## src/rtl/vdi_map.svh

```systemverilog
// Constants of the video decoder two-wire register access master.
// Assumes a 20 MHz system clock; included by its bare name.
`ifndef VDI_MAP_SVH
`define VDI_MAP_SVH

// System clock period and serial clock period, ns
`define VDI_MCLK_NS 50
`define VDI_SCL_NS 10000
// One quarter of a serial bit, in system clocks
`define VDI_QTR_CYC ((`VDI_SCL_NS) / (4 * `VDI_MCLK_NS))

// Post-write wait for the lower register range
`define VDI_WAIT_US 64
`define VDI_WAIT_CYC ((`VDI_WAIT_US * 1000 + `VDI_MCLK_NS - 1) / `VDI_MCLK_NS)
// Longer wait for registers that reinitialise the device
`define VDI_LONG_WAIT_CYC 20000

// Slave address bytes, write direction, per strap level
`define VDI_ADDR_SEL0 8'hb8
`define VDI_ADDR_SEL1 8'hba
// Direction bit values
`define VDI_DIR_WRITE 1'b0
`define VDI_DIR_READ 1'b1
// First subaddress that needs no post-write wait
`define VDI_NOWAIT_BASE 8'h90

`endif

```

## src/rtl/vdi_pkg.sv

```systemverilog
// Types of the video decoder two-wire register access master.
// Assumes nothing of its surroundings.
package vdi_pkg;

  // Sequencer states
  typedef enum logic [2:0] {
    ST_IDLE,
    ST_START,
    ST_BYTE,
    ST_LOAD,
    ST_WAIT,
    ST_STOP
  } vdi_state_t;

  // What the current byte slot carries
  typedef enum logic [1:0] {
    BY_ADDR,
    BY_SUB,
    BY_WDATA,
    BY_RDATA
  } vdi_byte_t;

endpackage : vdi_pkg

```

## src/rtl/vdi_sync.sv

```systemverilog
// Two-flop synchroniser for one bus pin.
// Assumes the input is asynchronous to clk.
`timescale 1ns/1ps
module vdi_sync #(
  parameter logic RST_VAL = 1'b1
) (
  // Clock and reset
  input wire logic clk,
  input wire logic rst,
  // Pin in, synchronised level out
  input wire logic d,
  output logic q
);

  logic meta; // First stage, read only by q

  // Two stages; bus lines idle high
  always_ff @(posedge clk or posedge rst) begin
    if (rst) begin
      meta <= RST_VAL;
      q <= RST_VAL;
    end else begin
      meta <= d;
      q <= meta;
    end
  end

endmodule : vdi_sync

```

## src/rtl/vdi_master.sv

```systemverilog
// Two-wire bus master for a video decoder's register port.
// Assumes open-drain pads and pull-ups outside; serial clock is made here.
// Summary of operation
// - Register read uses two separate bus transactions
// - Address phase: start, address, write bit
// - Then send one subaddress byte
// - Stop right after subaddress ack, no data
// - Data phase: new start, address, read bit
// - Master acks every byte but last
// - Last byte gets not-ack, then stop
// - Blind master inserts maximum wait always; this one waits after lower-range writes only and also follows clock stretching
// - Lower-range writes wait 64 us before stop
// - Reinitialising registers may need longer wait
`timescale 1ns/1ps
`include "vdi_map.svh"
module vdi_master #(
  parameter int QTR_CYC = `VDI_QTR_CYC,
  parameter int WAIT_CYC = `VDI_WAIT_CYC,
  parameter int LONG_WAIT_CYC = `VDI_LONG_WAIT_CYC
) (
  // Clock and reset
  input wire logic mclk,
  input wire logic rst,
  // Command
  input wire logic cmd_valid,
  input wire logic cmd_read,
  input wire logic cmd_reinit,
  input wire logic [7:0] cmd_subaddr,
  input wire logic [7:0] cmd_count,
  output logic cmd_ready,
  // Write data
  input wire logic wr_valid,
  input wire logic [7:0] wr_data,
  output logic wr_ready,
  // Read data
  output logic rd_valid,
  output logic [7:0] rd_data,
  // Status
  output logic busy,
  output logic done,
  output logic nack_err,
  // Level the device's strap is tied to
  input wire logic bus_address_select_strap,
  // Bus pins
  input wire logic scl_i,
  output logic scl_o,
  output logic scl_oe,
  input wire logic sda_i,
  output logic sda_o,
  output logic sda_oe
);

  vdi_pkg::vdi_state_t state, next_state; // Sequencer
  vdi_pkg::vdi_byte_t kind, next_kind; // Byte slot type
  logic [1:0] q, next_q; // Quarter of a bit
  logic [15:0] qcnt, next_qcnt; // Cycles within quarter
  logic [3:0] bitn, next_bitn; // Bit 0..7, 8 is ack
  logic [7:0] sh, next_sh; // Shift register
  logic [7:0] rem, next_rem; // Data bytes still to go
  logic [7:0] ptr, next_ptr; // Mirror of device pointer
  logic is_read, next_is_read; // Command is a read
  logic phase2, next_phase2; // Read data phase running
  logic long_w, next_long_w; // Use the long wait
  logic [6:0] dev, next_dev; // Seven-bit slave address
  logic [19:0] wcnt, next_wcnt; // Post-write wait count
  logic next_cmd_ready, next_wr_ready, next_rd_valid;
  logic [7:0] next_rd_data;
  logic next_busy, next_done, next_nack_err;
  logic next_scl_oe, next_sda_oe;
  logic scl_s, sda_s, strap_s; // Synchronised pins and strap level
  logic qtick, hold, ack, take_cmd;

  // Quarter length and wait loads at register width
  localparam logic [15:0] QLAST = 16'(QTR_CYC - 1);
  localparam logic [19:0] WLOAD = 20'(WAIT_CYC - 1);
  localparam logic [19:0] LLOAD = 20'(LONG_WAIT_CYC - 1);

  // Pin synchronisers
  vdi_sync #(.RST_VAL(1'b1)) u_scl_sync (
    .clk(mclk),
    .rst(rst),
    .d(scl_i),
    .q(scl_s)
  );
  vdi_sync #(.RST_VAL(1'b1)) u_sda_sync (
    .clk(mclk),
    .rst(rst),
    .d(sda_i),
    .q(sda_s)
  );
  // Strap is a board level, so it is synchronised like a pin
  vdi_sync #(.RST_VAL(1'b0)) u_strap_sync (
    .clk(mclk),
    .rst(rst),
    .d(bus_address_select_strap),
    .q(strap_s)
  );

  assign qtick = (qcnt == QLAST);
  // Clock high phase of byte and stop bits counts only once the line is really high
  assign hold = (state == vdi_pkg::ST_BYTE || state == vdi_pkg::ST_STOP)
      && q == 2'd2 && !scl_s;
  assign ack = !sda_s;
  assign take_cmd = cmd_valid && cmd_ready;

  // Next-state logic of the whole sequencer
  always_comb begin
    next_state = state;
    next_kind = kind;
    next_q = q;
    next_qcnt = qcnt;
    next_bitn = bitn;
    next_sh = sh;
    next_rem = rem;
    next_ptr = ptr;
    next_is_read = is_read;
    next_phase2 = phase2;
    next_long_w = long_w;
    next_dev = dev;
    next_wcnt = wcnt;
    next_rd_data = rd_data;
    next_rd_valid = 1'b0;
    next_done = 1'b0;
    next_nack_err = nack_err;
    // Quarter timer for the bit-level states
    if (state == vdi_pkg::ST_START || state == vdi_pkg::ST_BYTE
        || state == vdi_pkg::ST_STOP) begin
      if (hold) begin
        next_qcnt = qcnt;
      end else if (qtick) begin
        next_qcnt = 16'h0000;
        next_q = q + 2'd1;
      end else begin
        next_qcnt = qcnt + 16'h0001;
      end
    end
    unique case (state)
      vdi_pkg::ST_IDLE: begin
        if (take_cmd) begin
          next_is_read = cmd_read;
          next_long_w = cmd_reinit;
          next_ptr = cmd_subaddr;
          next_rem = (cmd_count == 8'h00) ? 8'h01 : cmd_count;
          // Write address picks the read one by its low bit
          next_dev = strap_s ? 7'(`VDI_ADDR_SEL1 >> 1)
              : 7'(`VDI_ADDR_SEL0 >> 1);
          next_phase2 = 1'b0;
          next_nack_err = 1'b0;
          next_q = 2'd0;
          next_qcnt = 16'h0000;
          next_state = vdi_pkg::ST_START;
        end
      end
      vdi_pkg::ST_START: begin
        if (qtick && q == 2'd2) begin
          // Direction bit: write for phase one, read for phase two
          next_sh = {dev, phase2 ? `VDI_DIR_READ : `VDI_DIR_WRITE};
          next_kind = vdi_pkg::BY_ADDR;
          next_bitn = 4'd0;
          next_q = 2'd0;
          next_state = vdi_pkg::ST_BYTE;
        end
      end
      vdi_pkg::ST_BYTE: begin
        if (qtick && q == 2'd3 && !hold) begin
          next_q = 2'd0;
          if (bitn != 4'd8) begin
            // MSB first out; the same shift gathers read bits
            next_sh = {sh[6:0], sda_s};
            next_bitn = bitn + 4'd1;
          end else begin
            next_bitn = 4'd0;
            unique case (kind)
              vdi_pkg::BY_ADDR: begin
                if (!ack) begin
                  next_nack_err = 1'b1;
                  next_state = vdi_pkg::ST_STOP;
                end else if (phase2) begin
                  next_kind = vdi_pkg::BY_RDATA;
                end else begin
                  next_kind = vdi_pkg::BY_SUB;
                  next_sh = ptr;
                end
              end
              vdi_pkg::BY_SUB: begin
                if (!ack) begin
                  next_nack_err = 1'b1;
                  next_state = vdi_pkg::ST_STOP;
                end else if (is_read) begin
                  next_state = vdi_pkg::ST_STOP;
                end else begin
                  next_state = vdi_pkg::ST_LOAD;
                end
              end
              vdi_pkg::BY_WDATA: begin
                if (!ack) begin
                  next_nack_err = 1'b1;
                  next_state = vdi_pkg::ST_STOP;
                end else begin
                  next_ptr = ptr + 8'h01;
                  next_rem = rem - 8'h01;
                  if (ptr < `VDI_NOWAIT_BASE) begin
                    // Wait whether or not the device stretches
                    next_wcnt = long_w ? LLOAD : WLOAD;
                    next_state = vdi_pkg::ST_WAIT;
                  end else if (rem == 8'h01) begin
                    next_state = vdi_pkg::ST_STOP;
                  end else begin
                    next_state = vdi_pkg::ST_LOAD;
                  end
                end
              end
              vdi_pkg::BY_RDATA: begin
                next_rd_data = sh;
                next_rd_valid = 1'b1;
                next_ptr = ptr + 8'h01;
                next_rem = rem - 8'h01;
                if (rem == 8'h01) begin
                  next_state = vdi_pkg::ST_STOP;
                end
              end
            endcase
          end
        end
      end
      vdi_pkg::ST_LOAD: begin
        // Serial clock stays low until data arrives
        if (wr_valid && wr_ready) begin
          next_sh = wr_data;
          next_kind = vdi_pkg::BY_WDATA;
          next_bitn = 4'd0;
          next_q = 2'd0;
          next_qcnt = 16'h0000;
          next_state = vdi_pkg::ST_BYTE;
        end
      end
      vdi_pkg::ST_WAIT: begin
        if (wcnt == 20'h00000) begin
          next_q = 2'd0;
          next_qcnt = 16'h0000;
          next_state = (rem == 8'h00) ? vdi_pkg::ST_STOP : vdi_pkg::ST_LOAD;
        end else begin
          next_wcnt = wcnt - 20'h00001;
        end
      end
      vdi_pkg::ST_STOP: begin
        if (qtick && q == 2'd3) begin
          next_q = 2'd0;
          if (!nack_err && is_read && !phase2) begin
            // Second transaction fetches the data
            next_phase2 = 1'b1;
            next_state = vdi_pkg::ST_START;
          end else begin
            next_done = 1'b1;
            next_state = vdi_pkg::ST_IDLE;
          end
        end
      end
    endcase
    next_cmd_ready = (next_state == vdi_pkg::ST_IDLE);
    next_wr_ready = (next_state == vdi_pkg::ST_LOAD);
    next_busy = (next_state != vdi_pkg::ST_IDLE);
  end

  // Pin drive; data changes a quarter after the clock falls
  always_comb begin
    next_scl_oe = 1'b0;
    next_sda_oe = sda_oe;
    unique case (state)
      vdi_pkg::ST_IDLE: begin
        next_sda_oe = 1'b0;
      end
      vdi_pkg::ST_START: begin
        next_scl_oe = (q == 2'd2);
        next_sda_oe = (q != 2'd0);
      end
      vdi_pkg::ST_BYTE: begin
        next_scl_oe = (q < 2'd2);
        if (q == 2'd1) begin
          if (bitn != 4'd8) begin
            next_sda_oe = (kind != vdi_pkg::BY_RDATA) && !sh[7];
          end else begin
            // Ack all read bytes but the last
            next_sda_oe = (kind == vdi_pkg::BY_RDATA) && rem != 8'h01;
          end
        end
      end
      vdi_pkg::ST_LOAD, vdi_pkg::ST_WAIT: begin
        next_scl_oe = 1'b1;
        next_sda_oe = 1'b0;
      end
      vdi_pkg::ST_STOP: begin
        next_scl_oe = (q < 2'd2);
        if (q == 2'd1) begin
          next_sda_oe = 1'b1;
        end else if (q == 2'd3) begin
          next_sda_oe = 1'b0;
        end
      end
    endcase
  end

  // State registers
  always_ff @(posedge mclk or posedge rst) begin
    if (rst) begin
      state <= vdi_pkg::ST_IDLE;
      kind <= vdi_pkg::BY_ADDR;
      q <= 2'd0;
      qcnt <= 16'h0000;
      bitn <= 4'd0;
      sh <= 8'h00;
      rem <= 8'h00;
      ptr <= 8'h00;
      is_read <= 1'b0;
      phase2 <= 1'b0;
      long_w <= 1'b0;
      dev <= 7'h00;
      wcnt <= 20'h00000;
      cmd_ready <= 1'b1;
      wr_ready <= 1'b0;
      rd_valid <= 1'b0;
      rd_data <= 8'h00;
      busy <= 1'b0;
      done <= 1'b0;
      nack_err <= 1'b0;
      scl_oe <= 1'b0;
      sda_oe <= 1'b0;
      scl_o <= 1'b0;
      sda_o <= 1'b0;
    end else begin
      state <= next_state;
      kind <= next_kind;
      q <= next_q;
      qcnt <= next_qcnt;
      bitn <= next_bitn;
      sh <= next_sh;
      rem <= next_rem;
      ptr <= next_ptr;
      is_read <= next_is_read;
      phase2 <= next_phase2;
      long_w <= next_long_w;
      dev <= next_dev;
      wcnt <= next_wcnt;
      cmd_ready <= next_cmd_ready;
      wr_ready <= next_wr_ready;
      rd_valid <= next_rd_valid;
      rd_data <= next_rd_data;
      busy <= next_busy;
      done <= next_done;
      nack_err <= next_nack_err;
      scl_oe <= next_scl_oe;
      sda_oe <= next_sda_oe;
      scl_o <= 1'b0; // Open drain: only ever pulls low
      sda_o <= 1'b0;
    end
  end

  logic end_slot; // Ack slot finishing this cycle
  assign end_slot = state == vdi_pkg::ST_BYTE && bitn == 4'd8 && qtick
      && q == 2'd3 && !hold;
endmodule : vdi_master

```

## config.mk

```make
export PLATFORM = sky130hd
export DESIGN_NAME = vdi_master
export DESIGN_NICKNAME = d
export VERILOG_FILES = /design/src/rtl/vdi_pkg.sv /design/src/rtl/vdi_sync.sv /design/src/rtl/vdi_master.sv
export VERILOG_INCLUDE_DIRS = /design/src /design/src/rtl
export SDC_FILE = /design/constraint.sdc
export NUM_CORES = 1
export LEC_CHECK = 0
export BUFFER_PORTS_ARGS = -buffer_cell sky130_fd_sc_hd__buf_4
export CAP_MARGIN = 20
export CELL_PAD_IN_SITES_DETAIL_PLACEMENT = 1
export CELL_PAD_IN_SITES_GLOBAL_PLACEMENT = 1
export CORE_UTILIZATION = 46
export CTS_CLUSTER_SIZE = 14
export DETAILED_ROUTE_END_ITERATION = 8
export PLACE_DENSITY = 0.83
export SKIP_CTS_REPAIR_TIMING = 1
export SYNTH_ARGS = -nofsm -noshare
export SYNTH_HDL_FRONTEND = slang
export SYNTH_HIERARCHICAL = 1
export SYNTH_SLANG_ARGS = --single-unit
```

## constraint.sdc

```tcl
create_clock -name mclk -period 3.2 [get_ports mclk]
set_input_delay 0.64 -clock mclk [delete_from_list [all_inputs] [get_ports mclk]]
set_output_delay 0.64 -clock mclk [all_outputs]
set_load 0.02 [all_outputs]
```

---- Word level (Yosys, flattened, before mapping) ----
Cells that the tools add are included.
word-level totals
  flip-flop bits (word level) ............. 103
  bits of input ports ..................... 33
  output and inout bits ................... 18
  word-level logic and storage cells ...... 221
cells by class
  $add $sub $neg .......................... 6
  order comparisons ....................... 2
  eq/ne operators ......................... 38
  multiplexer cells ....................... 101
  bitwise gates (word level) .............. 1
  reductions and logical operators ........ 45
operators by type and width
  cell                                                                      number
  8-bit two-way mux                                                         16
  20-bit two-way mux                                                        6
  16-bit two-way mux                                                        6
  8-bit one-hot mux with 2 select lines                                     4
  16-bit one-hot mux with 3 select lines                                    1
  3-bit two-way mux                                                         15
  20-bit one-hot mux with 2 select lines                                    1
  2-bit two-way mux                                                         16
  8-bit one-hot mux with 3 select lines                                     1
  1-bit two-way mux                                                         21
  7-bit AND reduction                                                       3
  20-bit logical NOT                                                        1
  20-bit by 1-bit subtractor with 20-bit output (second input constant)     1
  2-bit by 1-bit inequality test with 1-bit output (second input constant)  9
  3-bit one-hot mux with 6 select lines                                     1
  16-bit by 1-bit adder with 16-bit output (second input constant)          1
  16-bit by 6-bit == test with 1-bit output (second input constant)         1
  8-bit logical NOT                                                         2
  4-bit two-way mux                                                         4
  15-bit two-way mux                                                        1
  2-bit inequality test (second input constant)                             7
  2-bit one-hot mux with 6 select lines                                     1
  3-bit one-hot mux with 4 select lines                                     1
  4-bit one-hot mux with 3 select lines                                     1
  other kinds (34)                                                          72

---- Depth between registers and ports, before layout ----
Gate-level depths: netlist of the first run.
  depth after elaboration ................. 9
  gate-level depth with buffers ........... 10
  depth with buffers taken out ............ 8

---- Cells and area by module ----
Netlist of the first run, hierarchy kept.
by module, submodules not included
  module                      times used  cells an instance  area each (um2)  sequential area each (um2)
  vdi_master                  1           653                5,562.8          2,303.5
  vdi_sync at u_scl_sync ...  2           3                  56.3             52.6
  vdi_sync at u_strap_sync    1           3                  53.8             50.0

---- Worst setup path before layout of the first run ----
No wires, ideal clock.
  path type ............................... reg-to-reg
  from .................................... register qcnt[1]
  to ...................................... register sh[0]
  arrival time ............................ 2.115 ns
  data required time ...................... 3.075 ns
  slack ................................... 0.960 ns
  cell stages (with the launch flop) ...... 9
  buffers on the path ..................... 0
  clock period less this slack ............ 2.240 ns
  path through ............................ dfrtp_1 inv_1 ha_1 nor4b_1 nand4_1 nor2_1 o21ai_0 a21oi_2 mux2_2
between the ends
  longest elaborated chain between the ends .. 5
ends and longest elaborated chain
  what                                                               RTL line           RTL
  start, declared                                                    vdi_master.sv:56   logic [15:0] qcnt, next_qcnt;
  start signal, assigned                                             vdi_master.sv:334  qcnt <= next_qcnt;
  16-bit by 6-bit == test with 1-bit output *                        vdi_master.sv:99   assign qtick = (qcnt == QLAST);
  1-bit logical AND (2 in series)                                    vdi_master.sv:165  if (qtick && q == 2'd3 && !hold) begin
  2-bit by 1-bit inequality test with 1-bit output (no source line)  n/a
  7-bit AND reduction (no source line) *                             n/a
  end signal, assigned                                               vdi_master.sv:336  sh <= next_sh;
  end, declared                                                      vdi_master.sv:58   logic [7:0] sh, next_sh;
Mark *: on every way between the ends. The rest lies on a longest branch, timed or not.
A chain may end at the register's enable or synchronous reset.

---- Worst setup path in the final report of the first run ----
  from .................................... register qcnt[1]
  to ...................................... register sh[4]
Same word-level chain as after synthesis.

==> flow_metrics.env, run 1 <==
export IMPL_async_flop_share_pct=100.0
export IMPL_ys_types=67
export IMPL_crit_chain="inv_1 > ha_1 > nor4b_1 > nand4_1 > nor2_1 > o21ai_0 > a21oi_2 > mux2_2"
export IMPL_synthFlopType="dfrtp_1"
export IMPL_arrival_ns=3.14
export IMPL_yosys_area_top_type_share_pct=40.62
export IMPL_hold_path_class="primary input to asynchronous set/reset pin"
export IMPL_start_kind="flop"
export IMPL_clkTransAtPathRegs_ns=0.07
export IMPL_fin_skew_ns=0.006291
export IMPL_gp_congestion=0.8809
export IMPL_placed_cells=861
export IMPL_cts_tree="yes"
export IMPL_grt_pass1_vias=5382
export IMPL_drc=0
export IMPL_core_area_um2=12060
export IMPL_fin_tns_setup_ns=0
export IMPL_slew_viol_final=0
export IMPL_drt_iter0_markers=253
export IMPL_hold_viol=0
export IMPL_multi_input_area_um2=3038
export IMPL_dr_pass1_iters=4
export IMPL_fin_area_um2=6599
export IMPL_relSlewSlack_pct=44.07
export IMPL_grt_overflow_total=0
export IMPL_drv_cap=0
export IMPL_dp_hpwl_mm=11.94
export IMPL_top_layer_used="met4"
export IMPL_cp_num_buf_inv=1
export IMPL_routedWlPerCell_um=18.50
export IMPL_peakVddDrop_uv=280.8
export IMPL_io_buffers=48
export IMPL_dr_total_vias=5208
export IMPL_grt_use_total_pct=26.91
export IMPL_clock_latency_ns=0.36
export IMPL_r2r_end="sh[4]"
export IMPL_fin_util_pct=54.71
export IMPL_clk_path_buf_depth=2
export IMPL_synth_edf_count=0
export IMPL_synth_seq_area_share_pct=42.91
export IMPL_wl_met2_mm=8.070
export IMPL_worst_setup_path_type="flop to flop"
export IMPL_dieArea_um2=12910
export IMPL_ff2ff_path_depth=8
export IMPL_syn_inst=662
export IMPL_synth_area_leaders="dfrtp_1, nand2_1, nor2_1, o21ai_0, a21oi_1"
export IMPL_regArea_um2=2459
export IMPL_diodes=0
export IMPL_fill_cells=1449
export IMPL_critPathMaxStageDelay_ns=0.47
export IMPL_viasPerCell=5.938
export IMPL_floorplan_rows=40
export IMPL_setup_viol=0
export IMPL_synth_avg_cell_area_um2=8.654
export IMPL_clock_sinks=98
export IMPL_wl_met3_um=588
export IMPL_nets=749
export IMPL_r2r_start="qcnt[1]"
export IMPL_slowest_stage="a21oi_2"
export IMPL_final_cells=877
export IMPL_die_y_um=113.6
export IMPL_drive_gt1_share_pct=16.22
export IMPL_fin_crit_ns=2.899
export IMPL_cts_htree_levels=3
export IMPL_worst_path_dominant_cell_family="simple AND/OR/NAND/NOR gates"
export IMPL_reg2reg_setup_slack_ns=0.30
export IMPL_synth_area_um2=5729
export IMPL_start_util_pct=47.50
export IMPL_grt_max_degree=47
export IMPL_final_common_cell="dfrtp_1"
export IMPL_period_share_pct=90.59
export IMPL_synth_top_area_cell="dfrtp_1"
export IMPL_yosysWarningCount=6
export IMPL_wl_met1_mm=7.248
export IMPL_crit_path_end_kind="flop"
export IMPL_grt_antenna_before_repair=0
export IMPL_placed_area_um2=6271
export IMPL_grt_setup_unrepaired="false"
export IMPL_leakage_nw=2.907
export IMPL_cts_buffers=9
export IMPL_power_density_nw_per_um2=383.7
export IMPL_crit_required_ns=3.44
export IMPL_grt_pass1_wl_mm=27.37
export IMPL_areaGrowthSynthToFinish_pct=15.18
export IMPL_fp_dieW_um=113.6
export IMPL_status="complete, no violations"
export IMPL_timing_fmax_mhz=345.0
export IMPL_root_buffer="clkbuf_16"
export IMPL_antenna_left=0
export IMPL_cp_max_fo=8
export IMPL_tightest_slew_ns=0.8320
export IMPL_routed_wl_mm=16.23
export IMPL_layout_common_cells="dfrtp_1, nand2_1, buf_4"
export IMPL_design_portCount=51
export IMPL_ys_seq_elements=98
==> worst max path at each step <==
stage	start	end	slack, ns	cells past startpoint
finish	qcnt[1]	sh[4]	0.30	8
global route	qcnt[1]	sh[4]	0.07	8
CTS	qcnt[1]	sh[4]	0.32	8
detailed placement	qcnt[1]	sh[7]	0.40	8
global placement	qcnt[1]	sh[3]	0.58	8
floorplan	rst	bitn[0]	0.17	1
==> worst register-to-register path, delay by kind of cell, from the launching register on <==
kind / cells / cell delay, ns
simple gates: 3 / 1.05
fa+ha+maj: 1 / 0.14
flops: 1 / 0.42
buf+inv: 1 / 0.07
compound gates: 2 / 0.68
mux: 1 / 0.41
==> metrics by stage <==
step / hold WS [ns] / total power [W] / worst slack [ns]
2_1_floorplan: 0.3312 / 0.001305 / 0.1697
5_1_grt: 0.1564 / 0.002599 / 0.07161
3_5_place_dp: 0.3458 / 0.001353 / 0.3958
6_report: 0.1555 / 0.002532 / 0.3010
4_1_cts: 0.1531 / 0.002551 / 0.3240
3_3_place_gp: 0.3322 / 0.001350 / 0.5788
==> power breakdown <==
group / switching [W] / leakage, nW / total [W] / internal [W]
logic: 0.0000423 / 1.51 / 0.0000766 / 0.0000343
registers: 0.00000616 / 1.24 / 0.00125 / 0.00124
clock network: 0.000492 / 0.157 / 0.00120 / 0.000713
==> logic make-up after synthesis <==
group | after synthesis | share of synthesized area (%)
AOI/OAI and AO/OA | 157 | 17.32
xor gates and xnor gates | 23 | 3.516
adders and majority gates | 12 | 2.621
buffers and inverters | 56 | 4.127
DFF | 98 | 42.91
muxes | 11 | 2.097
other | 1 | 0.06545
and+or+nand+nor | 304 | 27.34
==> cell type report <==
| type | instances | share of cell area, % |
|---|---|---|
| multi-input cells | 509 | 46.04 |
| flip-flops and latches | 98 | 37.26 |
| clock inverters | 5 | 1.289 |
| inverters | 22 | 1.270 |
| repair buffers | 64 | 7.281 |
| well taps | 168 | 3.185 |
| clock buffers | 11 | 3.678 |
==> registers in the layout, summed over array words and instances, names as in the netlist, 2 cells and up <==
register and count:
bitn 4, rem 8, state 3, q 2, wcnt 20, dev 2, rd_data 8, sh 8
kind 2, qcnt 16, ptr 8
==> cell usage after synthesis, types with 3 or more instances <==
master	count
nand3b_1	3
or2_2	4
a22oi_1	3
buf_2	8
nor2b_1	3
nor3b_2	3
o21ai_2	3
nor4_1	16
nor3_1	31
o22ai_1	4
nor2_1	62
or3_1	10
inv_1	22
clkbuf_1	22
xnor2_1	15
nand3_1	25
dfstp_2	5
mux2_2	8
a211oi_1	6
nand4_1	8
xor2_1	8
o21a_1	5
a22o_1	5
and3_1	8
nand2_1	90
nor4_2	3
nor4b_1	4
o31ai_1	6
mux2i_1	3
a31oi_1	12
nor3b_1	4
and4b_1	3
o21ai_0	45
nand2b_1	12
dfrtp_1	93
ha_1	12
o22a_1	4
a21oi_1	42
==> layer usage <==
metal / global-route usage (%) / up-vias
li1: - / 2459
met1: 34.97 / 2627
met2: 45.49 / 101
met3: 4.091 / 21
met4: 9.912 / 0
met5: 0 / -
Power figures use the tool's default switching activity.
==> run 2: changes to the inputs <==
- REMOVE_ABC_BUFFERS: unset -> 1
==> run 2 against run 1 <==
Compared with the run above: sequential cell count is the same; total power is 6.8% higher; clock power is 15% higher; via count grew 1.5%; sequential power is essentially flat; cell count shrank 0.46%; critical path type unchanged; register-to-register slack got worse by 0.06 ns; sequential share of layout area is 0.18 points lower; maximum frequency shrank 2.0%; clock skew rose by 0.00094 ns; global-route usage up 0.79 points.
==> flow_metrics.env, run 2 (synthesized netlist as in run 1, its figures left out) <==
export IMPL_status="complete, no violations"
export IMPL_start_util_pct=47.50
export IMPL_crit_required_ns=3.40
export IMPL_layout_common_cells="dfrtp_1, nand2_1, nor2_1"
export IMPL_start_kind="flop"
export IMPL_routed_wl_mm=16.85
export IMPL_worst_setup_path_type="flop to flop"
export IMPL_grt_use_total_pct=27.70
export IMPL_period_share_pct=92.49
export IMPL_antenna_left=0
export IMPL_slew_viol_final=0
export IMPL_diodes=0
export IMPL_drive_gt1_share_pct=15.89
export IMPL_final_common_cell="dfrtp_1"
export IMPL_arrival_ns=3.16
export IMPL_core_area_um2=12060
export IMPL_drc=0
export IMPL_grt_setup_unrepaired="false"
export IMPL_gp_congestion=0.8558
export IMPL_hold_path_class="primary input to asynchronous set/reset pin"
export IMPL_grt_pass1_wl_mm=28.13
export IMPL_grt_antenna_before_repair=0
export IMPL_design_portCount=51
export IMPL_clkTransAtPathRegs_ns=0.07
export IMPL_top_register="wcnt"
export IMPL_top_regs="wcnt: 20 flops, qcnt: 16 flops"
export IMPL_drt_iter0_markers=402
export IMPL_dp_hpwl_mm=11.88
export IMPL_dieArea_um2=12910
export IMPL_areaGrowthSynthToFinish_pct=15.72
export IMPL_preCtsSetupSlack_ns=0.3109
export IMPL_root_buffer="clkbuf_16"
export IMPL_grt_pass1_vias=5549
export IMPL_drv_cap=0
export IMPL_cts_buffers=9
export IMPL_cts_tree="yes"
export IMPL_clock_latency_ns=0.35
export IMPL_fp_dieW_um=113.6
export IMPL_final_cells=873
export IMPL_io_buffers=48
export IMPL_crit_path_end_kind="flop"
export IMPL_worst_slack_ns=0.2404
export IMPL_placed_cells=857
export IMPL_fin_skew_ns=0.007233
export IMPL_fin_crit_ns=2.960
export IMPL_die_y_um=113.6
export IMPL_fin_tns_setup_ns=0
export IMPL_nets=745
export IMPL_cts_htree_levels=3
export IMPL_viasPerCell=6.053
export IMPL_power_density_nw_per_um2=407.7
export IMPL_setup_viol=0
export IMPL_peakVddDrop_uv=266.3
export IMPL_clk_path_buf_depth=2
export IMPL_relSlewSlack_pct=47.68
export IMPL_dr_pass1_iters=5
export IMPL_grt_max_degree=40
export IMPL_cp_max_fo=22
export IMPL_clock_sinks=98
export IMPL_leakage_nw=2.918
export IMPL_floorplan_rows=40
export IMPL_grt_overflow_total=0
export IMPL_timing_fmax_mhz=337.9
export IMPL_hold_viol=0
export IMPL_tightest_slew_ns=0.7831
export IMPL_largest_reg_flops=20
export IMPL_dr_total_vias=5284
export IMPL_routedWlPerCell_um=19.30
[run 2: cell count changes in the layout (fill, tap and decap cells not counted)]
cell	change
buf_12	+1
clkinv_4	+2
inv_6	-2
bufinv_16	+2
clkbuf_1	-1
buf_4	-5
clkinvlp_4	-1
[run 2: report_power, final]
group	leakage (nW)	internal (W)	total [W]	switching [W]
clock network	0.183	0.000868	0.00138	0.000508
logic	1.49	0.0000352	0.0000784	0.0000432
registers	1.24	0.00124	0.00125	0.00000450
[run 2: path summary, 6_finish.rpt]
| check | to | cells past startpoint | startpoint | slack [ns] |
|---|---|---|---|---|
| max | ptr[7] | 8 | qcnt[1] | 0.24 |
| min | u_strap_sync/meta | 2 | rst | 0.15 |
| max reg2reg | ptr[7] | 8 | qcnt[1] | 0.24 |
| min reg2reg | u_scl_sync/q | 0 | u_scl_sync/meta | 0.36 |
| max in group asynchronous | ptr[7] | 3 | rst | 2.04 |
| min in group mclk | u_scl_sync/q | 0 | u_scl_sync/meta | 0.36 |
[run 2: stage by stage]
stage                     hold slack [ns]  power [W]  area [um^2]  utilization, %
after global placement             0.3449   0.001351         6254           51.85
after CTS                          0.1453   0.002719         6630           54.97
after global routing               0.1695   0.002772         6630           54.97
after floorplan                    0.3312   0.001303         5579               -
final                              0.1514   0.002703         6630           54.97
after detailed placement           0.3480   0.001354         6254           51.85
[run 2: final cells by class]
cell class,count,area (um^2)
well taps,168,210.2
flip-flops and latches,98,2459
clock buffers,10,239.0
repair buffers,60,462.9
clock inverters,6,137.6
multi-input cells,509,3038
fillers,1394,5431
inverters,22,83.83
[run 2: routing by layer]
layer / routed length (um) / track usage [%] / vias to the layer above
met2: 8364 / 46.91 / 137
met4: 321 / 10.09 / 0
met1: 7513 / 36.68 / 2668
met5: 0 / 0 / -
met3: 648 / 3.135 / 26
li1: - / - / 2453
[run 2: critical path: stages (launching register included)]
cell and delay [ns]:
dfrtp_1 0.43, inv_1 0.08, ha_1 0.15, nor4b_1 0.47
nand4_1 0.28, nor4_2 0.65, o21ai_2 0.36, o21ai_0 0.26
o21ai_0 0.11
